**config.mk**
```make
export PLATFORM = sky130hd
export DESIGN_NAME = monitor_regs
export DESIGN_NICKNAME = d
export VERILOG_FILES = /design/src/logic/monitor_regs_pkg.sv /design/src/logic/result_slot.sv /design/src/logic/monitor_regs.sv
export VERILOG_INCLUDE_DIRS = /design/src /design/src/logic
export SDC_FILE = /design/constraint.sdc
export NUM_CORES = 1
export LEC_CHECK = 0
export BUFFER_PORTS_ARGS = -buffer_cell sky130_fd_sc_hd__clkbuf_2
export CAP_MARGIN = 20
export CORE_MARGIN = 5
export CORE_UTILIZATION = 55
export CTS_CLUSTER_DIAMETER = 100
export DETAILED_ROUTE_END_ITERATION = 12
export GPL_ROUTABILITY_DRIVEN = 0
export HOLD_SLACK_MARGIN = 0.06
export PLACE_DENSITY_LB_ADDON = 0.1
export SETUP_SLACK_MARGIN = 0.3
export SKIP_CTS_REPAIR_TIMING = 1
export SLEW_MARGIN = 0
export SYNTH_ARGS = -nofsm -noshare
export SYNTH_HDL_FRONTEND = slang
export SYNTH_SLANG_ARGS = --single-unit
```
**constraint.sdc**
```tcl
create_clock -name mclk -period 9.54 [get_ports mclk]
set_input_delay 1.431 -clock mclk [delete_from_list [all_inputs] [get_ports mclk]]
set_output_delay 1.431 -clock mclk [all_outputs]
set_load 0.01 [all_outputs]
```
**src/logic/monitor_regs_consts.svh**
```systemverilog
// Offsets, field positions, widths and reset values of the monitor control, threshold and result registers
`ifndef MONITOR_REGS_CONSTS_SVH
`define MONITOR_REGS_CONSTS_SVH

`define OFS_CTRL          8'h08
`define OFS_PWM_UPPER     8'h09
`define OFS_RESULT_BASE   8'h0A
`define NUM_RESULT_SLOTS  10
`define RES_W             14
`define SLOT_IDX_W        4
`define CTRL_RESET        8'h00
`define PWM_UPPER_RESET   8'h00
`define CTRL_RW_MASK      8'hFC
`define BIT_FRESH         7
`define BIT_SIGN          6
`define BIT_PWM_LSB       7
`define NARROW_TOP        12

`endif

```
**src/logic/monitor_regs_pkg.sv**
```systemverilog
// Types shared by the monitor result register bank
`include "monitor_regs_consts.svh"

package monitor_regs_pkg;

  // One finished conversion delivered by the converter
  typedef struct packed {
    logic                     valid;
    logic [`SLOT_IDX_W-1:0]   slot;
    logic                     voltage;
    logic                     sign;
    logic [`RES_W-1:0]        data;
  } conv_in_t;

  // One register access from the serial engine
  typedef struct packed {
    logic       rd;
    logic       wr;
    logic [7:0] addr;
    logic [7:0] wdata;
  } reg_req_t;

  typedef struct packed {
    logic              fresh;
    logic              voltage;
    logic              sign;
    logic [`RES_W-1:0] data;
  } slot_state_t;

  typedef struct packed {
    logic [7:0]             ctrl;
    logic [7:0]             pwm_upper;
    logic [7:0]             rd_data;
    logic                   rd_valid;
    logic [7:0]             lo_shadow;
    logic [`SLOT_IDX_W-1:0] shadow_slot;
    logic                   shadow_ok;
  } top_state_t;

endpackage

```
**src/logic/result_slot.sv**
```systemverilog
// One result register pair: fresh flag, sign and data, packed as high and low byte
`include "monitor_regs_consts.svh"
`timescale 1ns/1ns
`default_nettype none

module result_slot (
  input  wire logic              mclk,          // System clock
  input  wire logic              rst,           // Async reset, active high
  input  wire logic              load,          // New result stored this cycle
  input  wire logic              load_voltage,  // Result uses voltage layout
  input  wire logic              load_sign,     // Sign of new result
  input  wire logic [`RES_W-1:0] load_data,     // Magnitude bits of new result
  input  wire logic              rd_hi,         // Host reads the high byte
  output logic      [7:0]        hi_byte,       // High byte view
  output logic      [7:0]        lo_byte        // Low byte view
);

  monitor_regs_pkg::slot_state_t s_r;
  monitor_regs_pkg::slot_state_t s_nxt;

  always_comb begin
    s_nxt = s_r;
    if (rd_hi) begin
      s_nxt.fresh = 1'b0; // RULE_04
    end
    if (load) begin
      s_nxt.fresh   = 1'b1; // RULE_03
      s_nxt.voltage = load_voltage;
      s_nxt.sign    = load_sign;
      s_nxt.data    = load_data;
    end
  end

  always_ff @(posedge mclk or posedge rst) begin
    if (rst) begin
      s_r <= '0;
    end else begin
      s_r <= s_nxt;
    end
  end

  // Voltage: sign plus 14 bits; temperature and diode: 13 bits, two unused
  always_comb begin
    if (s_r.voltage) begin
      hi_byte = {s_r.fresh, s_r.sign, s_r.data[13:8]}; // RULE_11 RULE_06 RULE_07 RULE_08
    end else begin
      hi_byte = {s_r.fresh, 2'b00, s_r.data[`NARROW_TOP:8]}; // RULE_01 RULE_09 RULE_10
    end
    lo_byte = s_r.data[7:0]; // RULE_02
  end

  property p_fresh_set;
    @(posedge mclk) disable iff (rst) load |=> hi_byte[`BIT_FRESH];
  endproperty
  a_fresh_set: assert property (p_fresh_set) // RULE_03
    else $error("fresh flag not set after new result");

  property p_fresh_clear;
    @(posedge mclk) disable iff (rst) (rd_hi && !load) |=> !hi_byte[`BIT_FRESH];
  endproperty
  a_fresh_clear: assert property (p_fresh_clear) // RULE_04
    else $error("fresh flag not cleared after high byte read");

  property p_narrow_layout;
    @(posedge mclk) disable iff (rst)
      (load && !load_voltage) |=> (hi_byte[6:5] == 2'b00)
        && (hi_byte[4:0] == $past(load_data[12:8]));
  endproperty
  a_narrow_layout: assert property (p_narrow_layout) // RULE_01
    else $error("narrow high byte layout wrong");

  property p_voltage_layout;
    @(posedge mclk) disable iff (rst)
      (load && load_voltage) |=> (hi_byte[`BIT_SIGN] == $past(load_sign))
        && (hi_byte[5:0] == $past(load_data[13:8]));
  endproperty
  a_voltage_layout: assert property (p_voltage_layout) // RULE_11
    else $error("voltage high byte layout wrong");

  property p_low_layout;
    @(posedge mclk) disable iff (rst) load |=> lo_byte == $past(load_data[7:0]);
  endproperty
  a_low_layout: assert property (p_low_layout) // RULE_02
    else $error("low byte does not hold result bits 7 to 0");

endmodule // result_slot

`default_nettype wire

```
**src/logic/monitor_regs.sv**
```systemverilog
// Result and threshold register bank of the voltage, current and temperature monitor
//
// Operation
// [RULE_01] Diode high byte: fresh flag bit 7, bits 6:5 unused, result bits 12:8.
// [RULE_02] Low byte carries result bits 7 down to 0, MSB first.
// [RULE_03] Storing a new result sets the fresh flag of its high byte.
// [RULE_04] Reading a high byte clears its fresh flag.
// [RULE_05] Threshold upper register holds threshold bits 8 down to 1.
// [RULE_06] Single-ended voltages: signed 14 bits, 305.18 uV per step, two's complement.
// [RULE_07] Differential voltages: signed 14 bits, 19.075 uV per step.
// [RULE_08] Supply result is offset from 2.5 V at 305.18 uV per step.
// [RULE_09] Temperatures: 13 bits, 0.0625 degree per step, Celsius or Kelvin.
// [RULE_10] Remote diode voltages coded at 38.15 uV per step.
// [RULE_11] Voltage high byte: fresh flag bit 7, sign bit 6, result bits 13:8.
// [RULE_12] Threshold bit 0 sits in MSB of the control register.
// [RULE_13] High and low byte read back to back come from one conversion.
`include "monitor_regs_consts.svh"
`timescale 1ns/1ns
`default_nettype none

module monitor_regs #(
  parameter int NUM_SLOTS = `NUM_RESULT_SLOTS  // Result register pairs
) (
  input  wire logic                       mclk,          // System clock, 20 MHz
  input  wire logic                       rst,           // Async reset, active high
  input  wire monitor_regs_pkg::reg_req_t req,           // Register access from serial engine
  input  wire monitor_regs_pkg::conv_in_t conv,          // Finished conversion
  output logic      [7:0]                 rd_data,       // Read data, registered
  output logic                            rd_valid,      // Read data valid pulse
  output logic      [8:0]                 pwm_threshold, // Full threshold value
  output logic      [4:0]                 ctrl_flags     // Control bits 6:2
);

  monitor_regs_pkg::top_state_t st_r;
  monitor_regs_pkg::top_state_t st_nxt;

  logic [NUM_SLOTS-1:0] rd_hi_vec;
  logic [7:0]           hi_b [NUM_SLOTS];
  logic [7:0]           lo_b [NUM_SLOTS];
  logic [7:0]           rel;
  logic [`SLOT_IDX_W-1:0] sel;
  logic                 in_range;
  logic                 is_lo;

  assign rel      = req.addr - `OFS_RESULT_BASE;
  assign sel      = rel[`SLOT_IDX_W:1];
  assign is_lo    = rel[0];
  assign in_range = (req.addr >= `OFS_RESULT_BASE) && (rel < 8'(2 * NUM_SLOTS));

  genvar i;
  generate
    for (i = 0; i < NUM_SLOTS; i = i + 1) begin : g_slot
      assign rd_hi_vec[i] = req.rd && in_range && !is_lo && (sel == `SLOT_IDX_W'(i)); // RULE_04
      result_slot u_slot (
        .mclk         (mclk),
        .rst          (rst),
        .load         (conv.valid && (conv.slot == `SLOT_IDX_W'(i))), // RULE_03
        .load_voltage (conv.voltage),
        .load_sign    (conv.sign),
        .load_data    (conv.data),
        .rd_hi        (rd_hi_vec[i]),
        .hi_byte      (hi_b[i]),
        .lo_byte      (lo_b[i])
      );
    end
  endgenerate

  always_comb begin
    st_nxt          = st_r;
    st_nxt.rd_valid = req.rd;
    if (req.wr) begin
      case (req.addr)
        `OFS_CTRL: begin
          st_nxt.ctrl = req.wdata & `CTRL_RW_MASK; // RULE_12
        end
        `OFS_PWM_UPPER: begin
          st_nxt.pwm_upper = req.wdata; // RULE_05
        end
        default: begin
        end
      endcase
    end
    if (req.rd) begin
      st_nxt.rd_data = 8'h00;
      if (in_range) begin
        if (!is_lo) begin
          st_nxt.rd_data     = hi_b[sel];
          st_nxt.lo_shadow   = lo_b[sel]; // RULE_13
          st_nxt.shadow_slot = sel;
          st_nxt.shadow_ok   = 1'b1;
        end else if (st_r.shadow_ok && st_r.shadow_slot == sel) begin
          st_nxt.rd_data   = st_r.lo_shadow; // RULE_13
          st_nxt.shadow_ok = 1'b0;
        end else begin
          st_nxt.rd_data = lo_b[sel];
        end
      end else begin
        case (req.addr)
          `OFS_CTRL:      st_nxt.rd_data = st_r.ctrl;
          `OFS_PWM_UPPER: st_nxt.rd_data = st_r.pwm_upper;
          default:        st_nxt.rd_data = 8'h00;
        endcase
      end
    end
  end

  always_ff @(posedge mclk or posedge rst) begin
    if (rst) begin
      st_r           <= '0;
      st_r.ctrl      <= `CTRL_RESET;
      st_r.pwm_upper <= `PWM_UPPER_RESET;
    end else begin
      st_r <= st_nxt;
    end
  end

  assign rd_data       = st_r.rd_data;
  assign rd_valid      = st_r.rd_valid;
  assign pwm_threshold = {st_r.pwm_upper, st_r.ctrl[`BIT_PWM_LSB]}; // RULE_05 RULE_12
  assign ctrl_flags    = st_r.ctrl[6:2];

  property p_pwm_upper;
    @(posedge mclk) disable iff (rst)
      (req.wr && req.addr == `OFS_PWM_UPPER) |=> pwm_threshold[8:1] == $past(req.wdata);
  endproperty
  a_pwm_upper: assert property (p_pwm_upper) // RULE_05
    else $error("threshold bits 8 to 1 not taken from upper register");

  property p_pwm_lsb;
    @(posedge mclk) disable iff (rst)
      (req.wr && req.addr == `OFS_CTRL) |=> pwm_threshold[0] == $past(req.wdata[7]);
  endproperty
  a_pwm_lsb: assert property (p_pwm_lsb) // RULE_12
    else $error("threshold bit 0 not taken from control MSB");

  property p_coherent_pair;
    @(posedge mclk) disable iff (rst)
      (req.rd && in_range && !is_lo)
        ##1 (req.rd && in_range && is_lo && sel == $past(sel))
        |=> rd_data == $past(lo_b[sel], 2);
  endproperty
  a_coherent_pair: assert property (p_coherent_pair) // RULE_13
    else $error("low byte not from same conversion as high byte");

  property p_read_answer;
    @(posedge mclk) disable iff (rst) req.rd |=> rd_valid ##1 !rd_valid || $past(req.rd);
  endproperty
  a_read_answer: assert property (p_read_answer) // RULE_04
    else $error("read not answered one cycle later");

  property p_high_read_data;
    @(posedge mclk) disable iff (rst)
      (req.rd && in_range && !is_lo) |=> rd_data == $past(hi_b[sel]);
  endproperty
  a_high_read_data: assert property (p_high_read_data) // RULE_01
    else $error("high byte read returned wrong value");

  property p_live_low_read;
    @(posedge mclk) disable iff (rst)
      (req.rd && in_range && is_lo && !(st_r.shadow_ok && st_r.shadow_slot == sel))
        |=> rd_data == $past(lo_b[sel]);
  endproperty
  a_live_low_read: assert property (p_live_low_read) // RULE_02
    else $error("unpaired low byte read not live");

  property p_shadow_capture;
    @(posedge mclk) disable iff (rst)
      (req.rd && in_range && !is_lo)
        |=> st_r.shadow_ok && (st_r.lo_shadow == $past(lo_b[sel]));
  endproperty
  a_shadow_capture: assert property (p_shadow_capture) // RULE_13
    else $error("low byte not latched on high byte read");

  property p_shadow_one_shot;
    @(posedge mclk) disable iff (rst)
      (req.rd && in_range && is_lo && st_r.shadow_ok && st_r.shadow_slot == sel)
        |=> !st_r.shadow_ok;
  endproperty
  a_shadow_one_shot: assert property (p_shadow_one_shot) // RULE_13
    else $error("latched low byte used more than once");

  property p_fresh_cleared_top;
    @(posedge mclk) disable iff (rst)
      (req.rd && in_range && !is_lo && !(conv.valid && conv.slot == sel))
        |=> !hi_b[$past(sel)][`BIT_FRESH];
  endproperty
  a_fresh_cleared_top: assert property (p_fresh_cleared_top) // RULE_04
    else $error("fresh flag still set after high byte read");

  property p_fresh_set_top;
    @(posedge mclk) disable iff (rst)
      (conv.valid && conv.slot < `SLOT_IDX_W'(NUM_SLOTS))
        |=> hi_b[$past(conv.slot)][`BIT_FRESH];
  endproperty
  a_fresh_set_top: assert property (p_fresh_set_top) // RULE_03
    else $error("fresh flag not set in addressed slot");

  property p_ctrl_read_lsb;
    @(posedge mclk) disable iff (rst)
      (req.rd && req.addr == `OFS_CTRL) |=> rd_data[`BIT_PWM_LSB] == $past(pwm_threshold[0]);
  endproperty
  a_ctrl_read_lsb: assert property (p_ctrl_read_lsb) // RULE_12
    else $error("control MSB does not read back threshold bit 0");

  property p_pwm_upper_read;
    @(posedge mclk) disable iff (rst)
      (req.rd && req.addr == `OFS_PWM_UPPER) |=> rd_data == $past(pwm_threshold[8:1]);
  endproperty
  a_pwm_upper_read: assert property (p_pwm_upper_read) // RULE_05
    else $error("upper register does not read back threshold bits 8 to 1");

  property p_pwm_hold;
    @(posedge mclk) disable iff (rst) !req.wr |=> $stable(pwm_threshold);
  endproperty
  a_pwm_hold: assert property (p_pwm_hold) // RULE_05
    else $error("threshold changed without a write");

  property p_ctrl_flags;
    @(posedge mclk) disable iff (rst)
      (req.wr && req.addr == `OFS_CTRL) |=> ctrl_flags == $past(req.wdata[6:2]);
  endproperty
  a_ctrl_flags: assert property (p_ctrl_flags) // RULE_12
    else $error("control bits 6 to 2 not taken from write");

  property p_valid_after_read;
    @(posedge mclk) disable iff (rst) rd_valid |-> $past(req.rd);
  endproperty
  a_valid_after_read: assert property (p_valid_after_read) // RULE_04
    else $error("read data valid without a read");

endmodule // monitor_regs

`default_nettype wire

```
==> flow_summary.json, run 1 <==
{
  "drv_cap": 0,
  "dieWidth_microns": 145,
  "ys_warn_count": 0,
  "cp.required_ps": 9920,
  "grt_max_degree": 125,
  "drtAntennaViolNets": 0,
  "finalCritPeriodShare_pct": 44.1,
  "pwr-share-comb_pct": 16.8,
  "async_flop_share_pct": 100,
  "maxSlewViolCount": 0,
  "yosysSeqAreaShare_pct": 51.8,
  "fin_nets": 802,
  "setup_tns_ps": 0,
  "antenna_found_initial": 1,
  "worst_pin_slew_ps": 1080,
  "firstDrtPassIters": 4,
  "cts_sinks": 206,
  "ios": 64,
  "vias": 6050,
  "power_frac_seq_pct": 46.8,
  "synthTopCellsByCount": "dfrtp_1 (206), mux2_2 (185), nand2_1 (41), buf_4 (26), mux2i_1 (26)",
  "totalWireLength_mm": 22.3,
  "cp-end-kind": "register",
  "skew_ps": 12.2,
  "num_rows": 49,
  "grt_pass1_vias": 6500,
  "grt_usage_pct": 22.1,
  "drc_errors": 0,
  "crit_type": "input pin to register",
  "fp.dieH_microns": 145,
  "fin_crit_ps": 4210,
  "cts_max_path_buffers": 3,
  "antenna_cells": 0,
  "synth_top_area_share_pct": 51.8,
  "vdd_drop_max_uv": 144,
  "overflow": 0,
  "synth.most_common_cell": "dfrtp_1",
  "synth_fa_ha_area_share_pct": 0.503,
  "syn_inst": 737,
  "h-tree-depth": 1,
  "min_path_type": "register to register",
  "cts_root_buf": "clkbuf_16",
  "cts_made_buffers": 23,
  "hpwl_mm": 14.5,
  "p_leak_nw": 4.95,
  "cts_tree": "built",
  "arrival_ps": 4590,
  "ys.flop_type": "dfrtp_1",
  "cellInternalPower_mw": 1.86,
  "synth_area_leaders": "dfrtp_1 (52%), mux2_2 (21%), mux4_2 (5.7%), mux2i_1 (2.6%), buf_4 (2.0%)",
  "grt_pass1_wl_mm": 36.0,
  "yosysTopAreaCell": "dfrtp_1",
  "swShare_pct": 24.8,
  "syn2layout_area_growth_pct": 10.5,
  "path_clk_slew_ps": 60,
  "startpoint_type": "input pin",
  "p_clk_share_pct": 36.4,
  "powerDensity_mw_per_mm2": 224,
  "synth_top_family_by_area": "multiplexers",
  "status": "finished clean",
  "drtIter0Drc": 331,
  "yosys_register_bits": 206,
  "switchingPower_mw": 0.612,
  "slew_headroom_pct": 27.5,
  "drive_gt1_share_pct": 43.7,
  "insertion_delay_ps": 510,
  "synth_cell_types": 59,
  "max_freq_ghz": 0.237,
  "rsz0062_at_grt": "false",
  "syn_area_per_cell_sq_um": 13.5,
  "worstPathMaxFanout": 34,
  "synth_nets": 782,
  "yosys.area_share.simple_pct": 6.17,
  "core_region_area_sq_mm": 0.0179,
  "setup_ws_ps": 5330,
  "routed_via_density": 6.05,
  "synth_mux_area_share_pct": 30.0,
  "start_util_pct": 55.6,
  "syn_area_sq_mm": 0.00996,
  "finalSetupViolations": 0,
  "synth_xor_area_share_pct": 0.616,
  "synth_edf_count": 0,
  "dp_worst_setup_slack_ps": 4810,
  "wire_per_inst_microns": 22.3,
  "die-area_sq_mm": 0.0209,
  "synth_compound_area_share_pct": 6.09,
  "port-buffer-count": 63,
  "finalHoldViolCount": 0
}
[cell usage in the layout (no fill, tap or decap), types with 8 or more instances in the layout]
cell type	instances
clkbuf_2	62
o211ai_1	8
buf_4	9
mux2_2	185
nand2_1	41
dfrtp_1	206
nand2b_1	10
o21ai_0	22
nand3_1	11
clkbuf_8	9
mux4_2	25
nor2_1	17
mux2i_1	26
clkbuf_16	23
[power by group through the flow]
stage | logic [mW] | registers, mW | clock network (mW)
CTS | 0.418 | 1.16 | 0.919
global placement | 0.402 | 1.16 | 0
global route | 0.455 | 1.18 | 0.953
detailed placement | 0.417 | 1.17 | 0
finish | 0.414 | 1.16 | 0.900
floorplan | 0.345 | 1.13 | 0
[layer usage]
layer | global-route usage [%] | part of all wire, %
met3 | 4.17 | 5.6
met5 | 0 | 0.058
met4 | 6.48 | 2.4
met1 | 30.1 | 42
met2 | 36.6 | 50
[sequential cells by signal, summed over array words and instances, names as in the netlist]
register               count
g_slot.u_slot.s_r         90
rd_data                    8
pwm_threshold              9
ctrl_flags                 5
st_r                      13
g_slot.u_slot.lo_byte     80
rd_valid                   1
[metrics by stage]
| stage | cell area [sq um] | power, mW | cells | utilization, % | hold slack (ps) |
|---|---|---|---|---|---|
| after floorplan | 9960 | 1.48 | 737 | - | 465 |
| after global placement | 10200 | 1.56 | 958 | 56.8 | 482 |
| after detailed placement | 10200 | 1.59 | 960 | 56.9 | 488 |
| after CTS | 11000 | 2.49 | 999 | 61.3 | 501 |
| after global routing | 11000 | 2.59 | 1000 | 61.5 | 508 |
| final | 11000 | 2.47 | 1000 | 61.5 | 499 |
[final timing paths]
kind / startpoint / end / slack, ps / depth (start not counted)
worst max-delay path: req[9] / st_r[10]$_DFFE_PP0P_ / 5330 / 8
worst min-delay path: g_slot[4].u_slot.lo_byte[4]$_DFFE_PP0P_ / g_slot[4].u_slot.lo_byte[4]$_DFFE_PP0P_ / 500 / 1
worst max register to register: st_r[4]$_DFFE_PP0P_ / rd_data[1]$_DFFE_PP0P_ / 7540 / 7
worst min register to register: g_slot[4].u_slot.lo_byte[4]$_DFFE_PP0P_ / g_slot[4].u_slot.lo_byte[4]$_DFFE_PP0P_ / 500 / 1
max in group asynchronous: rst / g_slot[3].u_slot.s_r[8]$_DFFE_PP0P_ / 7190 / 4
min in group asynchronous: rst / g_slot[1].u_slot.s_r[10]$_DFFE_PP0P_ / 1110 / 2
[cell type report]
class                   count  area [sq um]
multi-input cells         448          4330
repair buffers             74           425
inverters                   4          22.5
flip-flops and latches    206          5150
fillers                  1388          6900
clock buffers              35           711
well taps                 229           287
clock inverters             4          76.3
[cells by family after synthesis]
kind of cell / Yosys count
AOI/OAI and AO/OA: 82
buffers and inverters: 83
DFF: 206
and+or+nand+nor: 116
adders and majority gates: 4
xor gates and xnor gates: 7
muxes: 239
[worst max-delay path: stages]
cell and delay, ps:
buf_2 520, inv_1 260, ha_2 570, buf_4 530
mux4_2 570, a22oi_1 210, o21ai_0 160, mux2_2 320
Note: power is estimated with default switching activity, not from simulation.
==> inputs of run 2 (changes only) <==
Settings changed: ABC_AREA set to 1.
Clock period 9.54 ns to 3.8 ns, I/O delays scaled along.
==> run 2 against run 1 <==
Sequential power grew 150%. Flip-flop and latch count unchanged. Non-clock buffer count increased by 9. Synthesized cell count up 81%. Core utilization rose by 0.85 points. Die area is 1.8% higher. Design area up 2.4%. Critical endpoint is now g_slot[6].u_slot.s_r[16]$_DFFE_PP0P_.
==> flow_summary.json, run 2 <==
{
  "hpwl_mm": 17.6,
  "startpoint_type": "input pin",
  "start_util_pct": 56.1,
  "num_rows": 49,
  "timing.rr.end": "st_r[0]$_DFFE_PP0P_",
  "finalHoldViolCount": 0,
  "overflow": 0,
  "cp-end-kind": "register",
  "wire_per_inst_microns": 16.8,
  "dieWidth_microns": 146,
  "whs_ps": 140,
  "drc_errors": 0,
  "skew_ps": 21.0,
  "layout_common_cells": "nand2_1 (492), o21ai_0 (213), dfrtp_1 (206), inv_1 (89), nand3_1 (86)",
  "rsz0062_at_grt": "false",
  "cts_root_buf": "clkbuf_16",
  "arrival_ps": 2850,
  "rr_startpoint": "st_r[0]$_DFFE_PP0P_",
  "worstPathMaxFanout": 63,
  "syn2layout_area_growth_pct": 11.0,
  "antenna_cells": 0,
  "reg2reg_slack_ps": 2040,
  "grt_usage_pct": 25.6,
  "async_flop_share_pct": 100,
  "yosysSeqAreaShare_pct": 50.8,
  "grt_pass1_vias": 8307,
  "grt_pass1_wl_mm": 44.2,
  "drv_cap": 0,
  "synth_cell_types": 32,
  "status": "finished clean",
  "drtAntennaViolNets": 0,
  "syn_area_per_cell_sq_um": 7.62,
  "seq_area_sq_mm": 0.00515,
  "crit_type": "input pin to register",
  "finalSetupViolations": 0,
  "crit_slowest_cell": "buf_4",
  "largest_reg_flops": 90,
  "synth_nets": 1377,
  "syn_area_sq_mm": 0.0102,
  "path_clk_slew_ps": 60,
  "endpoint": "g_slot[6].u_slot.s_r[16]$_DFFE_PP0P_",
  "fin_crit_ps": 2480,
  "multi_input_area_sq_mm": 0.00414,
  "worst_pin_slew_ps": 692,
  "h-tree-depth": 1,
  "port-buffer-count": 63,
  "critical-path-max-stage-delay_ps": 520,
  "synth_top_area_share_pct": 50.8,
  "ys.flop_type": "dfrtp_1",
  "die-area_sq_mm": 0.0213,
  "powerDensity_mw_per_mm2": 553,
  "insertion_delay_ps": 520,
  "finalCritPeriodShare_pct": 65.2,
  "yosys_register_bits": 206,
  "critPathMostFrequentCell": "nand2_1",
  "synthTopCellsByCount": "nand2_1 (492), o21ai_0 (213), dfrtp_1 (206), inv_1 (90), nand3_1 (86)",
  "grt_max_degree": 102,
  "maxSlewViolCount": 0,
  "yosysTopAreaCell": "dfrtp_1",
  "firstDrtPassIters": 5,
  "final_common_cell": "nand2_1",
  "synth_edf_count": 0,
  "setup_tns_ps": 0,
  "crit_start": "req[9]",
  "core_region_area_sq_mm": 0.0181,
  "syn_inst": 1332,
  "crit_chain": "buf_2, buf_4, o21ai_1, nand2_1, nand2_1, nand2_1, nand2_1, inv_2, nand2_4, inv_4, nand2_4, o21ai_0, nand2_1",
  "vdd_drop_max_uv": 415,
  "p_total_mw": 6.24,
  "cts_tree": "built",
  "r2r_cells": 6,
  "fp.dieH_microns": 146,
  "drive_gt1_share_pct": 11.8,
  "synth_area_leaders": "dfrtp_1 (51%), nand2_1 (18%), o21ai_0 (10%), nand3_1 (4.2%), inv_1 (3.3%)",
  "routed_via_density": 5.42,
  "fillers": 1585,
  "ios": 64,
  "cts_max_path_buffers": 3,
  "vias": 8656,
  "slew_headroom_pct": 53.8,
  "totalWireLength_mm": 26.8,
  "min_path_type": "input pin to async pin",
  "ys_warn_count": 0,
  "synth.most_common_cell": "nand2_1",
  "drtIter0Drc": 840,
  "top_register": "g_slot.u_slot.s_r",
  "cts_sinks": 206,
  "p_leak_nw": 5.88,
  "cp.required_ps": 4170,
  "max_freq_ghz": 0.403,
  "fin_nets": 1396,
  "antenna_found_initial": 0,
  "cts_made_buffers": 23
}
run 2: how the worst min path moves through the flow:
stage                                            start                                      end
2_1_floorplan     g_slot[3].u_slot.s_r[16]$_DFFE_PP0P_     g_slot[3].u_slot.s_r[16]$_DFFE_PP0P_
3_3_place_gp   g_slot[0].u_slot.lo_byte[0]$_DFFE_PP0P_  g_slot[0].u_slot.lo_byte[0]$_DFFE_PP0P_
3_5_place_dp   g_slot[4].u_slot.lo_byte[2]$_DFFE_PP0P_  g_slot[4].u_slot.lo_byte[2]$_DFFE_PP0P_
4_1_cts                                            rst      g_slot[5].u_slot.s_r[9]$_DFFE_PP0P_
5_1_grt                                        req[17]                       rd_valid$_DFF_PP0_
6_report                                           rst      g_slot[5].u_slot.s_r[9]$_DFFE_PP0P_
run 2: through the flow:
step | cell area, sq um | cells | utilization (%) | worst slack [ps]
3_5_place_dp | 10400 | 1552 | 57.7 | 813
5_1_grt | 11300 | 1597 | 62.3 | 1100
6_report | 11300 | 1597 | 62.3 | 1320
3_3_place_gp | 10400 | 1552 | 57.7 | 849
4_1_cts | 11200 | 1594 | 62.1 | 1330
2_1_floorplan | 10200 | 1332 | - | 558
run 2: power by group:
part | total, mW | leakage (nW) | internal, mW | switching (mW)
clock | 2.32 | 0.394 | 1.42 | 0.904
sequential | 2.85 | 2.59 | 2.63 | 0.228
combinational | 1.06 | 2.89 | 0.376 | 0.684
total | 6.24 | 5.88 | 4.42 | 1.82
run 2: cells by family after synthesis:
kind of cell | Yosys count | share of synthesized area, %
and+or+nand+nor | 679 | 27.0
adders and majority gates | 4 | 0.493
buffers and inverters | 190 | 8.52
muxes | 2 | 0.222
DFF | 206 | 50.8
xor gates and xnor gates | 1 | 0.0863
AOI/OAI and AO/OA | 250 | 12.9
run 2: critical path: cells and delay by family:
family          cells  cell delay, ps
simple gates        7             980
compound gates      2             480
buf+inv             4             790
run 2: routing by layer:
layer  share of wire [%]  wire [microns]  vias up  global-route usage (%)
li1                    -               -     4246                       -
met1                  45           12100     4061                    36.4
met2                  45           12000      287                    40.0
met3                 6.9            1860       62                    4.70
met4                 3.4             900        0                    8.07
met5                   0               0        -                       0
run 2: area by class of cell:
cell class | instances | area share (%)
well taps | 229 | 2.54
repair buffers | 83 | 4.55
clock inverters | 11 | 1.24
inverters | 101 | 3.42
flip-flops and latches | 206 | 45.7
multi-input cells | 936 | 36.7
clock buffers | 31 | 5.82
==> inputs of run 3 (changes only) <==
Settings changed: ABC_AREA 1 to 0.
Clock period 3.8 ns to 2.1 ns, I/O delays scaled along.
==> run 3 against run 2 <==
Core utilization is 3.0 points higher. Register-to-register slack worse by 1700 ps. Power is 81% higher. Critical path type is now register to register. Highest routed layer unchanged.
==> flow_summary.json, run 3 (synthesis gave the netlist of run 1 again) <==
{
  "wl_met1_mm": 10.2,
  "insertion_delay_ps": 500,
  "dr_wl_met3_mm": 1.10,
  "powerDensity_mw_per_mm2": 962,
  "fin_nets": 860,
  "cp.required_ps": 2460,
  "finalSetupViolations": 0,
  "cp-end-kind": "register",
  "cts_max_path_buffers": 3,
  "arrival_ps": 2120,
  "path_buf_inv": 2,
  "worst_pin_slew_ps": 789,
  "layout_common_cells": "dfrtp_1 (206), mux2_2 (181), clkbuf_2 (61), buf_4 (49), nand2_1 (41)",
  "drtIter0Drc": 402,
  "finalCritPeriodShare_pct": 83.6,
  "status": "finished clean",
  "totalWireLength_mm": 23.2,
  "syn2layout_area_growth_pct": 17.5,
  "fp.dieH_microns": 145,
  "overflow": 0,
  "num_rows": 49,
  "p_clk_share_pct": 34.3,
  "vias": 6318,
  "routed_via_density": 5.98,
  "multi_input_area_sq_mm": 0.00444,
  "cts_root_buf": "clkbuf_16",
  "drtAntennaViolNets": 0,
  "antenna_found_initial": 0,
  "hpwl_mm": 15.6,
  "wl_met2_mm": 11.3,
  "crit_type": "register to register",
  "antenna_cells": 0,
  "swShare_pct": 25.4,
  "p_leak_nw": 5.33,
  "firstDrtPassIters": 4,
  "cts_made_buffers": 22,
  "fillers": 1317,
  "crit_family": "flip-flops",
  "start_util_pct": 55.6,
  "dieWidth_microns": 145,
  "cellInternalPower_mw": 8.41,
  "largest_reg_flops": 90,
  "fin_util_pct": 65.4,
  "dp_worst_setup_slack_ps": -226,
  "switchingPower_mw": 2.86,
  "fin_crit_ps": 1760,
  "finalHoldViolCount": 0,
  "cts_sinks": 206,
  "seq_area_sq_mm": 0.00515,
  "worstPathMaxFanout": 4,
  "drc_errors": 0,
  "routed.top_layer": "met4",
  "maxSlewViolCount": 0,
  "drv_cap": 0,
  "skew_ps": 10.2,
  "rsz0062_at_grt": "true",
  "top_register": "g_slot.u_slot.s_r",
  "grt_pass1_wl_mm": 37.0,
  "grt_pass1_vias": 6617,
  "vdd_drop_max_uv": 733,
  "drive_gt1_share_pct": 49.0,
  "wire_per_inst_microns": 21.9,
  "h-tree-depth": 1,
  "crit_slowest_cell": "dfrtp_1",
  "crit_chain": "xnor2_2, xnor2_1, nor2_1, o2111ai_2, buf_4, buf_6, mux2i_1, a31oi_1",
  "core_region_area_sq_mm": 0.0179,
  "final_common_cell": "dfrtp_1",
  "path_clk_slew_ps": 60,
  "port-buffer-count": 63,
  "ios": 64,
  "setup_ws_ps": 344,
  "grt_usage_pct": 22.8,
  "max_freq_ghz": 0.570,
  "die-area_sq_mm": 0.0209,
  "slew_headroom_pct": 47.3,
  "cts_tree": "built",
  "pwr-share-comb_pct": 18.9,
  "power_frac_seq_pct": 46.8,
  "grt_max_degree": 42,
  "min_path_type": "input pin to register",
  "fin_area_sq_mm": 0.0117,
  "critical-path-max-stage-delay_ps": 400,
  "post_dp_cell_area_sq_mm": 0.0108,
  "startpoint_type": "register"
}
==> run 3: cell count changes in the layout (fill, tap and decap cells not counted), moves of 25 or more <==
cell	before	now
inv_1	89	1
nand3_1	86	11
mux4_2	0	25
mux2i_1	0	26
nand2_1	492	41
buf_4	15	49
nor2_1	80	17
o21ai_0	213	6
mux2_2	2	181
==> run 3: worst paths after layout <==
| kind | from | to | slack (ps) | cells past startpoint |
|---|---|---|---|---|
| min in group asynchronous | rst | g_slot[1].u_slot.s_r[11]$_DFFE_PP0P_ | 510 | 3 |
| worst max register to register | st_r[4]$_DFFE_PP0P_ | rd_data[0]$_DFFE_PP0P_ | 340 | 8 |
| worst min register to register | g_slot[4].u_slot.s_r[16]$_DFFE_PP0P_ | g_slot[4].u_slot.s_r[16]$_DFFE_PP0P_ | 500 | 2 |
| worst min-delay path | req[0] | pwm_threshold[1]$_DFFE_PP0P_ | 70 | 2 |
| worst max-delay path | st_r[4]$_DFFE_PP0P_ | rd_data[0]$_DFFE_PP0P_ | 340 | 8 |
| max in group asynchronous | rst | g_slot[5].u_slot.s_r[13]$_DFFE_PP0P_ | 850 | 4 |
==> run 3: power by group through the flow <==
stage / registers [mW] / logic (mW) / clock network [mW]
detailed placement: 5.33 / 2.06 / 0
floorplan: 5.15 / 1.62 / 0
finish: 5.27 / 2.13 / 3.86
global route: 5.37 / 2.33 / 4.10
CTS: 5.26 / 2.07 / 3.93
global placement: 5.27 / 1.98 / 0
==> run 3: area by class of cell <==
type | count | area share [%]
Clock buffer | 32 | 5.81
Multi-Input combinational cell | 448 | 37.9
Sequential cell | 206 | 44.0
Inverter | 4 | 0.225
Clock inverter | 5 | 0.428
Tap cell | 229 | 2.45
Timing Repair Buffer | 133 | 9.11
==> run 3: stage by stage <==
stage          hold WS, ps  total power [mW]  std cells  TNS [ps]
3_3_place_gp           457              7.25       1009     -2130
2_1_floorplan          346              6.78        737   -185960
4_1_cts              -50.0              11.3       1046         0
6_report              67.3              11.3       1057         0
5_1_grt               60.4              11.8       1057         0
3_5_place_dp           477              7.39       1009     -2730
==> run 3: routing by layer <==
layer	up-vias	global-route usage, %
met5	-	0
li1	2845	-
met1	3272	32.0
met3	44	3.70
met4	0	6.48
met2	157	37.2
